`config.mk`:
```
export PLATFORM = sky130hd
export DESIGN_NAME = sspi_top
export DESIGN_NICKNAME = d
export VERILOG_FILES = /design/src/hdl/sspi_pkg.sv /design/src/hdl/sspi_stat_if.sv /design/src/hdl/sspi_thermal_latch.sv /design/src/hdl/sspi_top.sv
export SDC_FILE = /design/constraint.sdc
export NUM_CORES = 1
export LEC_CHECK = 0
export BUFFER_PORTS_ARGS = -buffer_cell sky130_fd_sc_hd__buf_2
export CAP_MARGIN = 20
export CORE_ASPECT_RATIO = 1.75
export CORE_UTILIZATION = 42
export DETAILED_ROUTE_END_ITERATION = 6
export GPL_TIMING_DRIVEN = 0
export REMOVE_ABC_BUFFERS = 1
export SYNTH_ARGS = -nofsm -noshare
export SYNTH_HDL_FRONTEND = slang
export SYNTH_HIERARCHICAL = 1
export SYNTH_SLANG_ARGS = --single-unit
export TNS_END_PERCENT = 30
```
`constraint.sdc`:
```
create_clock -name i_clock -period 1.4 [get_ports i_clock]
set_input_delay 0.35 -clock i_clock [delete_from_list [all_inputs] [get_ports i_clock]]
set_output_delay 0.35 -clock i_clock [all_outputs]
set_load 0.1 [all_outputs]
```
`src/hdl/sspi_pkg.sv`:
```
// How it works
// - chip select high means selected
// - control word latched at select fall
// - status loaded into shifter at select rise
// - deselected: clock, data ignored, output floats
// - data in sampled on clock rise
// - status bit zero first, next bit each rise
// - both words least significant bit first
// - exactly sixteen bits per transfer
// - bits 0-3 switch supplies, reset one
// - bit 4 prog supply, bit 5 level
// - bit 6 enables CAN receiver
// - bit 7 arms CAN wake-up
// - armed activity in low power wakes device
// - sleep input falling edge enters low power
// - thermal events latch status bits 4-7
// - reported thermal latches clear at select fall
// - status bits 0-3 live current limit
package sspi_pkg;

    // ----------------------------------------
    // word layout
    // ----------------------------------------
    localparam int WORD_BITS = 16;
    localparam int COUNT_W = 5;
    localparam logic [COUNT_W-1:0] COUNT_FULL = 5'h10;
    localparam logic [COUNT_W-1:0] COUNT_OVER = 5'h11;
    localparam int CTRL_BITS = 8;
    localparam int SUPPLY_COUNT = 4;

    // control field positions
    localparam int CTRL_SENSOR_ONE = 0;
    localparam int CTRL_SENSOR_TWO = 1;
    localparam int CTRL_SENSOR_THREE = 2;
    localparam int CTRL_SWITCHED_BATTERY = 3;
    localparam int CTRL_PROG_ENABLE = 4;
    localparam int CTRL_PROG_LEVEL = 5;
    localparam int CTRL_CAN_RX_ENABLE = 6;
    localparam int CTRL_CAN_WAKE_ARM = 7;
    localparam logic [CTRL_BITS-1:0] CTRL_RESET = 8'hFF;

    // status field positions
    localparam int STAT_CURRENT_LSB = 0;
    localparam int STAT_THERMAL_LSB = 4;
    localparam logic [7:0] STAT_UPPER_ZERO = 8'h00;
    localparam logic [SUPPLY_COUNT-1:0] THERMAL_RESET = 4'h0;

    // ----------------------------------------
    // host timing, in own units and cycles
    // ----------------------------------------
    localparam int CLK_PERIOD_NS = 10;
    localparam int CS_LEAD_NS = 125;
    localparam int CS_LEAD_CYC = (CS_LEAD_NS + CLK_PERIOD_NS - 1) / CLK_PERIOD_NS;
    localparam int SCLK_MIN_PERIOD_NS = 200;
    localparam int SCLK_MIN_PERIOD_CYC =
        (SCLK_MIN_PERIOD_NS + CLK_PERIOD_NS - 1) / CLK_PERIOD_NS;

    // power mode machine
    typedef enum logic [1:0] {
        PWR_ACTIVE = 2'h0,
        PWR_LOW = 2'h1,
        PWR_POWER_UP = 2'h3
    } sspi_pwr_e;

endpackage

```
`src/hdl/sspi_stat_if.sv`:
```
`timescale 1ns/1ps
// status capture and clear path between core and thermal latch bank
interface sspi_stat_if;
    logic capture;
    logic clear;
    logic [sspi_pkg::WORD_BITS-1:0] status_word;

    modport core (
        output capture,
        output clear,
        input status_word
    );
    modport latch (
        input capture,
        input clear,
        output status_word
    );
endinterface

```
`src/hdl/sspi_thermal_latch.sv`:
```
`timescale 1ns/1ps
module sspi_thermal_latch (
    input wire logic i_clock,
    input wire logic i_srst,
    input wire logic [sspi_pkg::SUPPLY_COUNT-1:0] i_thermal_limit,
    input wire logic [sspi_pkg::SUPPLY_COUNT-1:0] i_current_limit,
    sspi_stat_if.latch stat
);
    typedef struct packed {
        logic [sspi_pkg::SUPPLY_COUNT-1:0] thermal;
        logic [sspi_pkg::SUPPLY_COUNT-1:0] reported;
    } sspi_latch_s;

    sspi_latch_s state_ff;
    sspi_latch_s nxt_state;

    // ----------------------------------------
    // latch update
    // ----------------------------------------
    // only bits already reported are cleared; a new event always wins
    always_comb begin
        nxt_state = state_ff;
        if (stat.capture) begin
            nxt_state.reported = state_ff.thermal;
        end
        if (stat.clear) begin
            nxt_state.thermal = (state_ff.thermal & ~state_ff.reported) | i_thermal_limit;
            nxt_state.reported = sspi_pkg::THERMAL_RESET;
        end else begin
            nxt_state.thermal = state_ff.thermal | i_thermal_limit;
        end
    end

    always_ff @(posedge i_clock) begin
        if (i_srst) begin
            state_ff <= '{thermal: sspi_pkg::THERMAL_RESET, reported: sspi_pkg::THERMAL_RESET};
        end else begin
            state_ff <= nxt_state;
        end
    end

    // ----------------------------------------
    // status word, current flags are live
    // ----------------------------------------
    assign stat.status_word = {sspi_pkg::STAT_UPPER_ZERO, state_ff.thermal, i_current_limit};
endmodule

```
`src/hdl/sspi_top.sv`:
```
`timescale 1ns/1ps
module sspi_top (
    input wire logic i_clock,
    input wire logic i_srst,
    // serial pins
    input wire logic i_cs,
    input wire logic i_sclk,
    input wire logic i_sdi,
    output logic o_sdo,
    output logic o_sdo_oe,
    // supply fault inputs
    input wire logic [sspi_pkg::SUPPLY_COUNT-1:0] i_thermal_limit,
    input wire logic [sspi_pkg::SUPPLY_COUNT-1:0] i_current_limit,
    // power mode inputs
    input wire logic i_sleep_n,
    input wire logic i_can_bus_activity,
    input wire logic i_power_up_done,
    // control outputs
    output logic o_sensor_supply_one_enable,
    output logic o_sensor_supply_two_enable,
    output logic o_sensor_supply_three_enable,
    output logic o_switched_battery_enable,
    output logic o_prog_supply_enable,
    output logic o_prog_supply_5v_select,
    output logic o_can_receiver_enable,
    output logic o_can_wake_arm,
    // power mode and frame error outputs
    output logic o_wake_indication,
    output logic o_low_power,
    output logic o_power_up_request,
    output logic o_frame_error
);

    // ----------------------------------------
    // state record
    // ----------------------------------------
    typedef struct packed {
        logic cs;
        logic sclk;
        logic sleep_n;
        logic [sspi_pkg::WORD_BITS-1:0] shift;
        logic [sspi_pkg::COUNT_W-1:0] count;
        logic [sspi_pkg::CTRL_BITS-1:0] ctrl;
        logic sdo;
        logic sdo_oe;
        sspi_pkg::sspi_pwr_e pwr;
        logic wake;
        logic pwr_req;
        logic frame_err;
    } sspi_core_s;

    sspi_core_s state_ff;
    sspi_core_s nxt_state;

    sspi_stat_if stat ();

    // ----------------------------------------
    // edge helpers
    // ----------------------------------------
    // pins are synchronous, so the previous sample is the only history needed
    function automatic logic rose(input logic cur, input logic prev);
        rose = cur & ~prev;
    endfunction

    function automatic logic fell(input logic cur, input logic prev);
        fell = ~cur & prev;
    endfunction

    // ----------------------------------------
    // edge events
    // ----------------------------------------
    logic cs_rise;
    logic cs_fall;
    logic sclk_rise;
    logic sleep_fall;
    logic sleep_rise;

    // clock edges count only while select is high on both samples
    assign cs_rise = rose(i_cs, state_ff.cs);
    assign cs_fall = fell(i_cs, state_ff.cs);
    assign sclk_rise = rose(i_sclk, state_ff.sclk) & i_cs & state_ff.cs;
    assign sleep_fall = fell(i_sleep_n, state_ff.sleep_n);
    assign sleep_rise = rose(i_sleep_n, state_ff.sleep_n);

    // status snapshot at select rise, latch clear at select fall
    assign stat.capture = cs_rise;
    assign stat.clear = cs_fall;

    // ----------------------------------------
    // thermal latch bank
    // ----------------------------------------
    sspi_thermal_latch u_latch (
        .i_clock(i_clock),
        .i_srst(i_srst),
        .i_thermal_limit(i_thermal_limit),
        .i_current_limit(i_current_limit),
        .stat(stat.latch)
    );

    // ----------------------------------------
    // next state
    // ----------------------------------------
    always_comb begin
        nxt_state = state_ff;
        nxt_state.cs = i_cs;
        nxt_state.sclk = i_sclk;
        nxt_state.sleep_n = i_sleep_n;

        // serial transfer: one shifter serves both directions
        if (cs_rise) begin
            nxt_state.shift = stat.status_word;
            nxt_state.count = '0;
        end else if (sclk_rise) begin
            // new bit enters at the top, oldest leaves at bit zero
            nxt_state.shift = {i_sdi, state_ff.shift[sspi_pkg::WORD_BITS-1:1]};
            if (state_ff.count != sspi_pkg::COUNT_OVER) begin
                nxt_state.count = state_ff.count + 5'h01;
            end
        end

        // data out follows bit zero of the shifter while selected
        nxt_state.sdo = nxt_state.shift[0];
        nxt_state.sdo_oe = i_cs;

        // a short or long word is dropped rather than half applied
        if (cs_fall) begin
            if (state_ff.count == sspi_pkg::COUNT_FULL) begin
                nxt_state.ctrl = state_ff.shift[sspi_pkg::CTRL_BITS-1:0];
                nxt_state.frame_err = 1'b0;
            end else begin
                nxt_state.frame_err = 1'b1;
            end
        end

        // power mode machine
        case (state_ff.pwr)
            sspi_pkg::PWR_ACTIVE: begin
                if (sleep_fall) begin
                    nxt_state.pwr = sspi_pkg::PWR_LOW;
                    nxt_state.wake = 1'b0;
                end
            end
            sspi_pkg::PWR_LOW: begin
                if (state_ff.ctrl[sspi_pkg::CTRL_CAN_WAKE_ARM] && i_can_bus_activity) begin
                    nxt_state.pwr = sspi_pkg::PWR_POWER_UP;
                    nxt_state.pwr_req = 1'b1;
                    nxt_state.wake = 1'b1;
                end else if (sleep_rise) begin
                    nxt_state.pwr = sspi_pkg::PWR_POWER_UP;
                    nxt_state.pwr_req = 1'b1;
                end
            end
            sspi_pkg::PWR_POWER_UP: begin
                // a sleep request during power up wins over completion
                if (sleep_fall) begin
                    nxt_state.pwr = sspi_pkg::PWR_LOW;
                    nxt_state.pwr_req = 1'b0;
                    nxt_state.wake = 1'b0;
                end else if (i_power_up_done) begin
                    nxt_state.pwr = sspi_pkg::PWR_ACTIVE;
                    nxt_state.pwr_req = 1'b0;
                end
            end
            default: begin
                nxt_state.pwr = sspi_pkg::PWR_ACTIVE;
                nxt_state.pwr_req = 1'b0;
            end
        endcase
    end

    // ----------------------------------------
    // state register
    // ----------------------------------------
    // sleep sample resets low so a low pin at release is not a falling edge
    always_ff @(posedge i_clock) begin
        if (i_srst) begin
            state_ff.cs <= 1'b0;
            state_ff.sclk <= 1'b0;
            state_ff.sleep_n <= 1'b0;
            state_ff.shift <= '0;
            state_ff.count <= '0;
            state_ff.ctrl <= sspi_pkg::CTRL_RESET;
            state_ff.sdo <= 1'b0;
            state_ff.sdo_oe <= 1'b0;
            state_ff.pwr <= sspi_pkg::PWR_ACTIVE;
            state_ff.wake <= 1'b0;
            state_ff.pwr_req <= 1'b0;
            state_ff.frame_err <= 1'b0;
        end else begin
            state_ff <= nxt_state;
        end
    end

    // ----------------------------------------
    // outputs, all from the state register
    // ----------------------------------------
    assign o_sdo = state_ff.sdo;
    assign o_sdo_oe = state_ff.sdo_oe;

    // supply switches
    assign o_sensor_supply_one_enable = state_ff.ctrl[sspi_pkg::CTRL_SENSOR_ONE];
    assign o_sensor_supply_two_enable = state_ff.ctrl[sspi_pkg::CTRL_SENSOR_TWO];
    assign o_sensor_supply_three_enable = state_ff.ctrl[sspi_pkg::CTRL_SENSOR_THREE];
    assign o_switched_battery_enable = state_ff.ctrl[sspi_pkg::CTRL_SWITCHED_BATTERY];
    assign o_prog_supply_enable = state_ff.ctrl[sspi_pkg::CTRL_PROG_ENABLE];
    assign o_prog_supply_5v_select = state_ff.ctrl[sspi_pkg::CTRL_PROG_LEVEL];

    // CAN side; upper command bits pass through the shifter but have no control flop
    assign o_can_receiver_enable = state_ff.ctrl[sspi_pkg::CTRL_CAN_RX_ENABLE];
    assign o_can_wake_arm = state_ff.ctrl[sspi_pkg::CTRL_CAN_WAKE_ARM];

    // power mode and frame error
    assign o_wake_indication = state_ff.wake;
    assign o_low_power = (state_ff.pwr == sspi_pkg::PWR_LOW);
    assign o_power_up_request = state_ff.pwr_req;
    assign o_frame_error = state_ff.frame_err;
endmodule

```
After elaboration in Yosys (flattened, before gate mapping)
Cells that the tools add are included.

cells by class
  $add $sub $neg = 1
  eq/ne operators = 9
  mux-type cells = 19
  bitwise gates (word level) = 17
  reduce and logical (&&, ||, !) cells = 11

operator list
  cell                                                   count
  2-to-1 mux 13 bit                                      2
  2-to-1 mux 2 bit                                       4
  bitwise OR 4 bit                                       2
  bitwise AND 1 bit                                      7
  2-to-1 mux 1 bit                                       7
  inverter 1 bit                                         6
  case mux 1 bit (3 select lines)                        2
  case mux 2 bit (3 select lines)                        1
  AND reduction 3 bit                                    2
  adder 5 x 1 -> 5 bit, second input constant            1
  == test 5 bit, second input constant                   1
  2-to-1 mux 5 bit                                       1
  inequality test 5 bit, second input constant           1
  bitwise AND 4 bit                                      1
  2-to-1 mux 4 bit                                       1
  inequality test 2 bit, second input constant           2
  inverter 4 bit                                         1
  AND reduction 2 bit                                    2
  AND reduction 4 bit                                    1
  OR reduction 2 bit                                     2
  2-to-1 mux 3 bit                                       1
  inequality test 3 x 1 -> 1 bit, second input constant  1
  inequality test 3 bit, second input constant           1
  nonzero test 3 bit                                     1
  other kinds (6)                                        6

storage, ports and cells
  register bits = 45
  input bits = 16
  output and inout port bits = 14
  logic and storage cells = 71

Longest topological paths before layout
Gate-level depths: netlist of run 1.

  depth after elaboration = 6
  depth in mapped cells = 6
  gate-level depth less buffers = 5

By module
The synthesis of run 1 kept the hierarchy.

by module, submodules not included
  module              times used  cells each  area each (um^2)  sequential area each (um^2)
  sspi_top            1           181         1576.5            740.7
  sspi_thermal_latch  1           48          422.9             160.2

Worst setup path before layout of run 1
OpenSTA, ideal clock, no wires.

  kind = flip-flop to flip-flop
  start point = register state_ff[3] (netlist name)
  end point = register state_ff, in the netlist o_wake_indication
  library setup time = 73 ps
  data arrival time = 2216 ps
  data required time = 1327 ps
  path slack = -888 ps
  stages on the path, launching flop included = 4
  buffers on the path = 0
  clock period less this slack = 2288 ps
  cells stage by stage = dfxtp_1 > nor2b_1 > o21ai_0 > a21oi_1

between the ends
  word-level cells in the longest chain between the ends = 3
  elaborated cells between the ends (all ways) = 9
  those cells by class = 5 x eq/ne; 1 x mux; 3 x reduce/logical

ends and longest elaborated chain
  item                                                                                   line             RTL
  from (decl)                                                                            sspi_top.sv:52   sspi_core_s state_ff;
  from (signal assigned)                                                                 sspi_top.sv:190  state_ff <= nxt_state;
  == test 2 x 1 -> 1 bit *                                                               --
  net o_low_power                                                                        sspi_top.sv:29   output logic o_low_power,
  inequality test 2 x 1 -> 1 bit (no line) / nonzero test 3 bit (equally long branches)  --
  AND reduction 4 bit (no line)                                                          --

Mark *: on every way through the listed nets, which the timed path passes. The rest lies on a longest branch.
A chain may end at the register's enable or synchronous reset.

Worst setup path in the final report of run 1
  start point = register state_ff[3] (netlist name)
  end point = output o_low_power

between the ends
  word-level cells in the longest chain between the ends = 1

ends and longest elaborated chain
  item                    line             RTL
  == test 2 x 1 -> 1 bit  sspi_top.sv:214  assign o_low_power = (state_ff.pwr == sspi_pkg::PWR_LOW);
  to (decl)               sspi_top.sv:29

No other way between the ends.

==> impl_metrics.csv, run 1 <==
group,metric,value,unit
worst_setup_path,max_stage_delay,0.38,ns
grt,grt_usage,19.3,%
die,fp.dieW,54.2,um
synth,syn_avg_cell_area,8.73,um^2
synth,synthFlopType,"dfxtp_1",
synth,ys_ff_latch,45,
worst_setup_path,path_cells,"nor2b_4, buf_12",
route,final_antenna_net_count,0,
clocking,clkSlewWorstSetupHoldPaths,0.08,ns
timing,rsz0062_at_grt,"true",
grt,gr-total-overflow,0,
timing,fin_crit_sh,98.6,%
synth,syn_inst,229,
worst_setup_path,arrival,1.03,ns
synth,ys_top_cells_by_count,"dfxtp_1, a21oi_1, nor2_1",
timing,drv_slew,0,
final_layout,multi_input_area,980,um^2
synth,synth_warnings,6,
route,num_vias,1645,
pwr,p_comb_share,11.9,%
worst_setup_path,critPathKind,"reg2out",
timing,clock.fmax,724,MHz
timing,holdWs,0.296,ns
route,drt-total-wl,4260,um
pwr,p_leak,0.907,nW
final_layout,layout.nets,270,
final_layout,n_antenna_cell,0,
clocking,clkLatencyLatePin,0.30,ns
route,viasPerCell,5.43,
synth,yosysTopAreaCellShare,45.1,%
clocking,cts_sinks,45,
final_layout,syn_to_final_growth,18.0,%
synth,seq_area_frac_synth,45.1,%
clocking,cts_hold_buf,0,
grt,grt_pass1_wl,7200,um
pwr,pwr-share-clk,33.8,%
worst_setup_path,worstSetupEndpointType,"output port",
timing,timing.setup.tns,0,ns
clocking,cts_tree,"yes",
timing,layout_min_cycle_time,1.38,ns
synth,synthesis.area,2000,um^2
grt,grt_pass1_vias,1617,
run_status,status,"finished, final reports clean",
timing,fin_skew,0.00597,ns
die,rows,32,
worst_hold_path,hp-class,"in2reg",
synth,synth_edf_count,0,
clocking,clock-root-buffer,"clkbuf_8",
place,place_congestion,0.795,
grt,grt_max_degree,46,
pwr,p_per_area,1070,nW/um^2
final_layout,layout-drive-gt1-share,24.2,%
timing,setup_violations,0,
worst_setup_path,cpLargestDelayFamily,"flip-flops",
route,drcViolationCount,0,
die,start_util,44.6,%
pwr,p_total,0.00252,W
clocking,htreeDepth,2,
die,fp.dieArea,5050,um^2
final_layout,num-fill-cells,446,
synth,synth_cell_types,32,
pwr,p_int,0.00184,W
pwr,p_seq_share,54.2,%
worst_setup_path,critPathMaxFanout,6,
synth,yosysMostFrequentCell,"dfxtp_1",
place,dp_hpwl,2600,um
die,die_h,93.3,um
place,io_buffers,29,
job,maxCapViolations,0,
die,coreArea,4480,um^2
timing,hold_viol,0,
route,wl_per_cell,14.1,um
synth,yosys-top-cells-area,"dfxtp_1, mux2i_1, a22oi_1",
final_layout,seqCellArea,913,um^2
worst_setup_path,path_buf_inv,1,
worst_setup_path,startpoint_type,"flip-flop",
synth,async_reset_ff_share,0,%
route,drt_iter0_drc,45,
route,first_pass_iters,5,
synth,synth_area_leader_cell,"dfxtp_1",
clocking,clock_path_buffers,2,
clocking,cts_inserted_buffers,5,
die,ioPinCount,30,
worst_setup_path,worst_ep_required_time,1.05,ns
pwr,switchingPower,0.000683,W
grt,antenna_found_initial,0,
worst_setup_path,crit_path_top_delay_cell,"dfxtp_4",
pwr,peakVddDrop,0.000824,V
pwr,p_sw_share,27.1,%
layer usage:
layer / vias to the layer above / wire length, um / track usage (%)
met3: 5 / 126 / 3.90
met2: 33 / 2270 / 34.2
li1: 833 / - / -
met4: 0 / 77 / 7.69
met1: 774 / 1790 / 21.2
met5: - / 0 / 0
state kept, by name, summed over array words and instances, names as in the netlist:
| name | cells |
|---|---|
| o_sensor_supply_two_enable | 1 |
| o_prog_supply_5v_select | 1 |
| state_ff | 25 |
| o_sensor_supply_one_enable | 1 |
| o_can_receiver_enable | 1 |
| o_switched_battery_enable | 1 |
| u_latch/stat.status_word | 4 |
| o_prog_supply_enable | 1 |
| o_sensor_supply_three_enable | 1 |
| o_power_up_request | 1 |
| o_wake_indication | 1 |
| o_can_wake_arm | 1 |
| u_latch/state_ff | 4 |
| o_sdo_oe | 1 |
| o_frame_error | 1 |
kinds of logic after synthesis:
family,after synthesis,synth area share (%)
mux,12,6.01
buf+inv,42,11.4
other cells,1,0.188
compound gates,58,17.8
fa+ha+maj,3,1.88
flops,45,45.1
simple gates,68,17.7
through the flow:
step                setup WS, ns  util, %  instances  instance area (um^2)
floorplan                  -1.13        -        205                  1840
global placement           -1.06     45.7        285                  2050
detailed placement         -1.07     45.7        285                  2050
CTS                      -0.0442     50.8        295                  2280
global route             -0.0169     52.6        303                  2360
finish                    0.0193     52.6        303                  2360
layout by cell type (no fill, tap or decap), types with 2 or more instances in the layout:
cell,Yosys,routed
clkinv_4,0,2
nor2b_4,0,2
a21oi_1,23,22
buf_4,16,20
nand2_1,3,3
a22oi_1,16,16
nor3_1,4,4
ha_1,3,2
a311oi_1,4,4
o21ai_0,11,11
conb_1,1,8
clkbuf_8,0,6
nand3_1,20,20
or3_1,3,3
nor2_1,21,21
inv_1,10,10
mux2i_1,12,12
buf_2,6,14
dfxtp_1,45,41
dfxtp_4,0,3
nor2b_1,8,6
repair_timing:
action | in CTS | in global routing
setup buffers | 0 | 8
gates resized for setup | 34 | 8
gates cloned | 2 | 0
pin swaps | 1 | 2
endpoints found under the setup margin | 48 | 15
layout make-up:
type | instances | area share [%]
Tap cell | 51 | 2.71
Clock inverter | 2 | 0.584
Timing Repair Buffer | 37 | 11.0
Sequential cell | 45 | 38.7
Multi-Input combinational cell | 151 | 41.5
Clock buffer | 6 | 3.50
Inverter | 11 | 1.96
path summary, 6_finish.rpt:
check / startpoint / endpoint / slack, ns / cells after the start
max: state_ff[3] / o_low_power / 0.02 / 2
min: i_sleep_n / state_ff[36] / 0.30 / 2
max reg2reg: state_ff[16] / state_ff[17] / 0.05 / 5
min reg2reg: u_latch/state_ff[1] / u_latch/stat.status_word[5] / 0.45 / 1
power groups by stage:
stage | Combinational [W] | Sequential (W) | Clock, W
3_3_place_gp | 0.000258 | 0.00139 | 0
3_5_place_dp | 0.000261 | 0.00140 | 0
2_1_floorplan | 0.000130 | 0.00144 | 0
4_1_cts | 0.000288 | 0.00137 | 0.000877
5_1_grt | 0.000330 | 0.00137 | 0.000935
6_report | 0.000301 | 0.00137 | 0.000852
(Power assumes the default switching activity.)
==> inputs of run 2 (changes only) <==
--- a/config.mk
+++ b/config.mk
@@ -8,9 +8,10 @@
 export BUFFER_PORTS_ARGS = -buffer_cell sky130_fd_sc_hd__buf_2
 export CAP_MARGIN = 20
 export CORE_ASPECT_RATIO = 1.75
-export CORE_UTILIZATION = 42
+export CORE_UTILIZATION = 46
 export DETAILED_ROUTE_END_ITERATION = 6
 export GPL_TIMING_DRIVEN = 0
+export PLACE_DENSITY = 0.67
 export REMOVE_ABC_BUFFERS = 1
 export SYNTH_ARGS = -nofsm -noshare
 export SYNTH_HDL_FRONTEND = slang
==> impl_metrics.csv, run 2 (synthesized netlist as in run 1, its figures left out) <==
group,metric,value,unit
timing,drv_slew,0,
route,viasPerCell,5.46,
worst_hold_path,hp-start,"i_sleep_n",
run_status,status,"finished, final reports clean",
grt,grt_usage,19.7,%
die,die_h,89.2,um
worst_setup_path,critPathKind,"reg2out",
grt,antenna_found_initial,0,
final_layout,layout-drive-gt1-share,23.1,%
timing,layout_min_cycle_time,1.36,ns
worst_setup_path,arrival,1.01,ns
clocking,cts_sinks,45,
final_layout,num-fill-cells,395,
clocking,clkLatencyLatePin,0.30,ns
die,fp.dieArea,4620,um^2
route,final_antenna_net_count,0,
final_layout,final_cell_mix,"dfxtp_1, a21oi_1, nor2_1",
timing,timing.setup.tns,0,ns
final_layout,regMostFlops,"state_ff",
die,coreArea,4150,um^2
worst_hold_path,min_to,"state_ff[36]",
pwr,p_per_area,1050,nW/um^2
worst_setup_path,r2r_end,"state_ff[17]",
worst_hold_path,holdPathStages,2,
clocking,clock-root-buffer,"clkbuf_8",
final_layout,seqCellArea,912,um^2
worst_setup_path,worstSetupEndpointType,"output port",
worst_setup_path,crit_path_top_delay_cell,"dfxtp_4",
worst_setup_path,timing.rr.start,"state_ff[16]",
place,dp_hpwl,2510,um
worst_setup_path,r2r_setup_slack,0.07,ns
grt,gr-total-overflow,0,
timing,fin_skew,0.00816,ns
die,fp.dieW,51.8,um
timing,fin_crit_sh,97.2,%
worst_setup_path,worst_ep_required_time,1.05,ns
final_layout,syn_to_final_growth,16.6,%
worst_setup_path,rr_worst_depth,5,
place,dp_slack,-1.13,ns
clocking,clkSlewWorstSetupHoldPaths,0.08,ns
timing,setup_violations,0,
clocking,cts_tree,"yes",
worst_hold_path,hp-class,"in2reg",
pwr,peakVddDrop,0.000684,V
grt,grt_pass1_vias,1579,
final_layout,n_antenna_cell,0,
pwr,p_leak,0.890,nW
job,maxCapViolations,0,
clocking,htreeDepth,2,
worst_setup_path,path_cells,"nor2b_4, buf_12",
route,wl_per_cell,13.5,um
timing,rsz0062_at_grt,"false",
die,start_util,48.2,%
worst_setup_path,max_stage_delay,0.35,ns
timing,setup_ws,0.0388,ns
timing,clock.fmax,735,MHz
clocking,clock_path_buffers,2,
final_layout,layout_commonest_cell,"dfxtp_1",
final_layout,largest_reg_flops,25,
final_layout,multi_input_area,976,um^2
route,drt-total-wl,4050,um
grt,grt_max_degree,46,
route,drt_iter0_drc,26,
clocking,cts_inserted_buffers,5,
worst_setup_path,startpoint_type,"flip-flop",
place,place_congestion,0.801,
worst_setup_path,critPathMaxFanout,3,
place,io_buffers,29,
route,num_vias,1638,
die,ioPinCount,30,
route,drcViolationCount,0,
final_layout,layout.nets,269,
clocking,cts_hold_buf,0,
timing,hold_viol,0,
grt,grt_pass1_wl,6840,um
route,first_pass_iters,4,
die,rows,31,
[run 2: area by class of cell]
class	count	share of cell area [%]
clock inverter	1	0.322
sequential	45	39.1
timing repair buffer	36	10.8
tap	49	2.63
multi-input combinational	151	41.9
inverter	11	1.99
clock buffer	7	3.27
[run 2: worst max-delay path by stage]
stage / slack, ns / to / cells past startpoint / startpoint
after CTS: -0.04 / o_low_power / 2 / state_ff[3]
after floorplan: -1.13 / state_ff[20] / 4 / o_sdo_oe
final: 0.04 / o_low_power / 2 / state_ff[3]
after global routing: 0.003 / o_prog_supply_5v_select / 3 / o_sdo_oe
after detailed placement: -1.13 / state_ff[24] / 5 / i_cs
after global placement: -1.09 / state_ff[24] / 5 / i_cs
[run 2: metal layers]
layer  vias up  track usage [%]  part of all wire [%]
met5         -                0                     0
met4         0             10.1                   2.1
met3         6             3.57                   2.6
met2        26             35.7                    55
met1       779             21.0                    40
li1        827                -                     -
[run 2: power by group]
group	internal (W)	total, W	switching, W
Sequential	0.00133	0.00137	0.0000365
Combinational	0.000106	0.000296	0.000190
Clock	0.000353	0.000778	0.000424
Total	0.00179	0.00244	0.000651
[run 2: repair_timing]
| item | 4_1_cts | 5_1_grt |
|---|---|---|
| cloned | 2 | 0 |
| pin swaps | 1 | 1 |
| resized for setup | 34 | 7 |
| setup buffers | 0 | 7 |
| setup endpoints to repair | 48 | 25 |
[run 2: metrics by stage]
step	util [%]	power, W	instance area, um^2	instances	hold slack [ns]
after detailed placement	49.3	0.00166	2050	283	0.442
final	56.2	0.00244	2330	300	0.303
after global placement	49.3	0.00165	2050	283	0.427
after CTS	54.5	0.00246	2260	293	0.300
after global routing	56.2	0.00254	2330	300	0.313
after floorplan	-	0.00157	1840	205	0.419
[run 2: worst max-delay path, delay by kind of cell (launching register included)]
family | cells | cell delay, ns
buffers and inverters | 1 | 0.19
flip-flops | 1 | 0.35
AND/OR/NAND/NOR | 1 | 0.18
==> inputs of run 3 (changes only) <==
--- a/config.mk
+++ b/config.mk
@@ -5,13 +5,13 @@
 export SDC_FILE = /design/constraint.sdc
 export NUM_CORES = 1
 export LEC_CHECK = 0
-export BUFFER_PORTS_ARGS = -buffer_cell sky130_fd_sc_hd__buf_2
 export CAP_MARGIN = 20
 export CORE_ASPECT_RATIO = 1.75
-export CORE_UTILIZATION = 46
+export CORE_UTILIZATION = 55
 export DETAILED_ROUTE_END_ITERATION = 6
+export DONT_BUFFER_PORTS = 1
 export GPL_TIMING_DRIVEN = 0
-export PLACE_DENSITY = 0.67
+export PLACE_DENSITY = 0.7
 export REMOVE_ABC_BUFFERS = 1
 export SYNTH_ARGS = -nofsm -noshare
 export SYNTH_HDL_FRONTEND = slang
==> impl_metrics.csv, run 3 (synthesized netlist as in run 1, its figures left out) <==
group,metric,value,unit
place,place_congestion,0.691,
grt,grt_usage,24.6,%
place,dpl-instance-area,1930,um^2
pwr,p_total,0.00256,W
route,viasPerCell,6.03,
die,ioPinCount,30,
route,final_antenna_net_count,0,
timing,rsz0062_at_grt,"true",
clocking,cts_sinks,45,
clocking,cts_inserted_buffers,5,
timing,hold_viol,0,
timing,fin_crit_sh,107,%
worst_setup_path,critPathKind,"reg2reg",
die,start_util,58.2,%
pwr,p_comb_share,7.7,%
timing,setup_violations,5,
die,fp.dieArea,3890,um^2
grt,grt_pass1_vias,1518,
run_status,violations,"setup timing",
pwr,p_per_area,1150,nW/um^2
timing,fin_skew,0.00260,ns
worst_setup_path,cpLargestDelayFamily,"simple AND/OR/NAND/NOR gates",
die,rows,28,
grt,gr-total-overflow,0,
final_layout,regMostFlops,"state_ff",
route,drcViolationCount,0,
clocking,clock_path_buffers,2,
timing,worstMarginPinSlew,0.543,ns
route,num_vias,1597,
die,fp.dieW,47.6,um
clocking,htreeDepth,2,
final_layout,n_antenna_cell,0,
timing,drv_slew,0,
route,first_pass_iters,4,
worst_setup_path,arrival,1.73,ns
worst_setup_path,worstSetupEndpointType,"flip-flop",
worst_setup_path,crit_path_top_delay_cell,"dfxtp_4",
final_layout,layout-drive-gt1-share,20.9,%
worst_setup_path,max_stage_delay,0.59,ns
pwr,peakVddDrop,0.000803,V
pwr,switchingPower,0.000626,W
timing,timing.setup.tns,-0.220,ns
worst_hold_path,hp-class,"in2reg",
grt,antenna_found_initial,0,
final_layout,stdcell_area,2220,um^2
clocking,clkSlewWorstSetupHoldPaths,0.08,ns
worst_setup_path,path_cells,"nand4b_4, or4_4, a21oi_2",
final_layout,largest_reg_flops,25,
job,maxCapViolations,0,
route,drt-total-wl,4330,um
grt,grt_max_degree,46,
worst_setup_path,path_buf_inv,0,
final_layout,final_cell_mix,"dfxtp_1, nor2_1, a21oi_1",
place,dp_slack,-1.67,ns
place,dp_hpwl,2610,um
final_layout,utilization,64.7,%
worst_setup_path,startpoint_type,"flip-flop",
route,drt_iter0_drc,46,
timing,layout_min_cycle_time,1.50,ns
route,wl_per_cell,16.3,um
worst_setup_path,critPathMaxFanout,7,
timing,clock.fmax,667,MHz
timing,setup_ws,-0.0997,ns
final_layout,layout_commonest_cell,"dfxtp_1",
pwr,p_leak,0.782,nW
clocking,clkLatencyLatePin,0.29,ns
timing,max_slew_margin,63.8,%
die,die_h,81.8,um
clocking,cts_tree,"yes",
pwr,p_sw_share,24.4,%
final_layout,num-fill-cells,299,
place,io_buffers,0,
die,coreArea,3430,um^2
worst_setup_path,worst_ep_required_time,1.63,ns
final_layout,layout.nets,239,
pwr,p_int,0.00194,W
pwr,pwr-share-clk,36.6,%
final_layout,syn_to_final_growth,11.0,%
clocking,cts_hold_buf,0,
grt,grt_pass1_wl,6760,um
clocking,clock-root-buffer,"clkbuf_8",
run_status,status,"complete, but fails checks",
pwr,p_seq_share,55.6,%
## run 3: cell count changes in the layout (fill, tap and decap cells not counted), moves of 2 or more
cell / previous run / this run
a21oi_1: 23 / 21
a21oi_2: 0 / 2
a22oi_1: 16 / 11
a22oi_2: 0 / 5
buf_2: 14 / 0
buf_4: 19 / 3
clkbuf_1: 2 / 0
dfxtp_1: 40 / 31
dfxtp_2: 3 / 12
## run 3: per-layer routing
layer	vias to the layer above	GRT usage (%)	part of all wire, %
li1	767	-	-
met1	777	25.1	37
met2	47	43.0	55
met3	6	7.91	6.5
met4	0	11.4	1.7
met5	-	0	0
## run 3: metrics by stage
stage	std cells	hold WS, ns
2_1_floorplan	205	0.419
3_3_place_gp	250	0.423
3_5_place_dp	252	0.424
4_1_cts	265	0.106
5_1_grt	265	0.0977
6_report	265	0.116
## run 3: path summary, 6_finish.rpt
path,from,end,slack (ns),cells after the start
worst max-delay path,o_sdo_oe,state_ff[17],-0.1,3
worst min-delay path,i_srst,o_sdo_oe,0.12,1
worst max register to register,o_sdo_oe,state_ff[17],-0.1,3
worst min register to register,u_latch/state_ff[0],u_latch/stat.status_word[4],0.46,1
## run 3: worst register-to-register path, cell delays in order, from the launching register on
cell and delay (ns):
dfxtp_4 0.59, nand4b_4 0.20, or4_4 0.51, a21oi_2 0.13
## run 3: area by class of cell
| type | count | area, um^2 | share of cell area (%) |
|---|---|---|---|
| clock buffers | 5 | 68.8 | 3.10 |
| clock inverters | 2 | 35.0 | 1.58 |
| inverters | 11 | 53.8 | 2.42 |
| multi-input cells | 152 | 1030 | 46.4 |
| flip-flops and latches | 45 | 923 | 41.6 |
| well taps | 45 | 56.3 | 2.54 |
| repair buffers | 5 | 51.3 | 2.31 |
## run 3: power groups by stage
stage                     registers (W)  clock network [W]  logic (W)
after floorplan                 0.00144                  0   0.000130
after global placement          0.00145                  0   0.000147
after detailed placement        0.00145                  0   0.000167
after CTS                       0.00142           0.000949   0.000192
after global routing            0.00143            0.00100   0.000217
final                           0.00143           0.000939   0.000198
## run 3: timing repair
action,CTS,global route
setup endpoints to repair,55,29
setup buffers,3,0
endpoints found under the hold margin,0,0
cloned,3,0
gates resized for setup,35,9
pin swaps,3,0
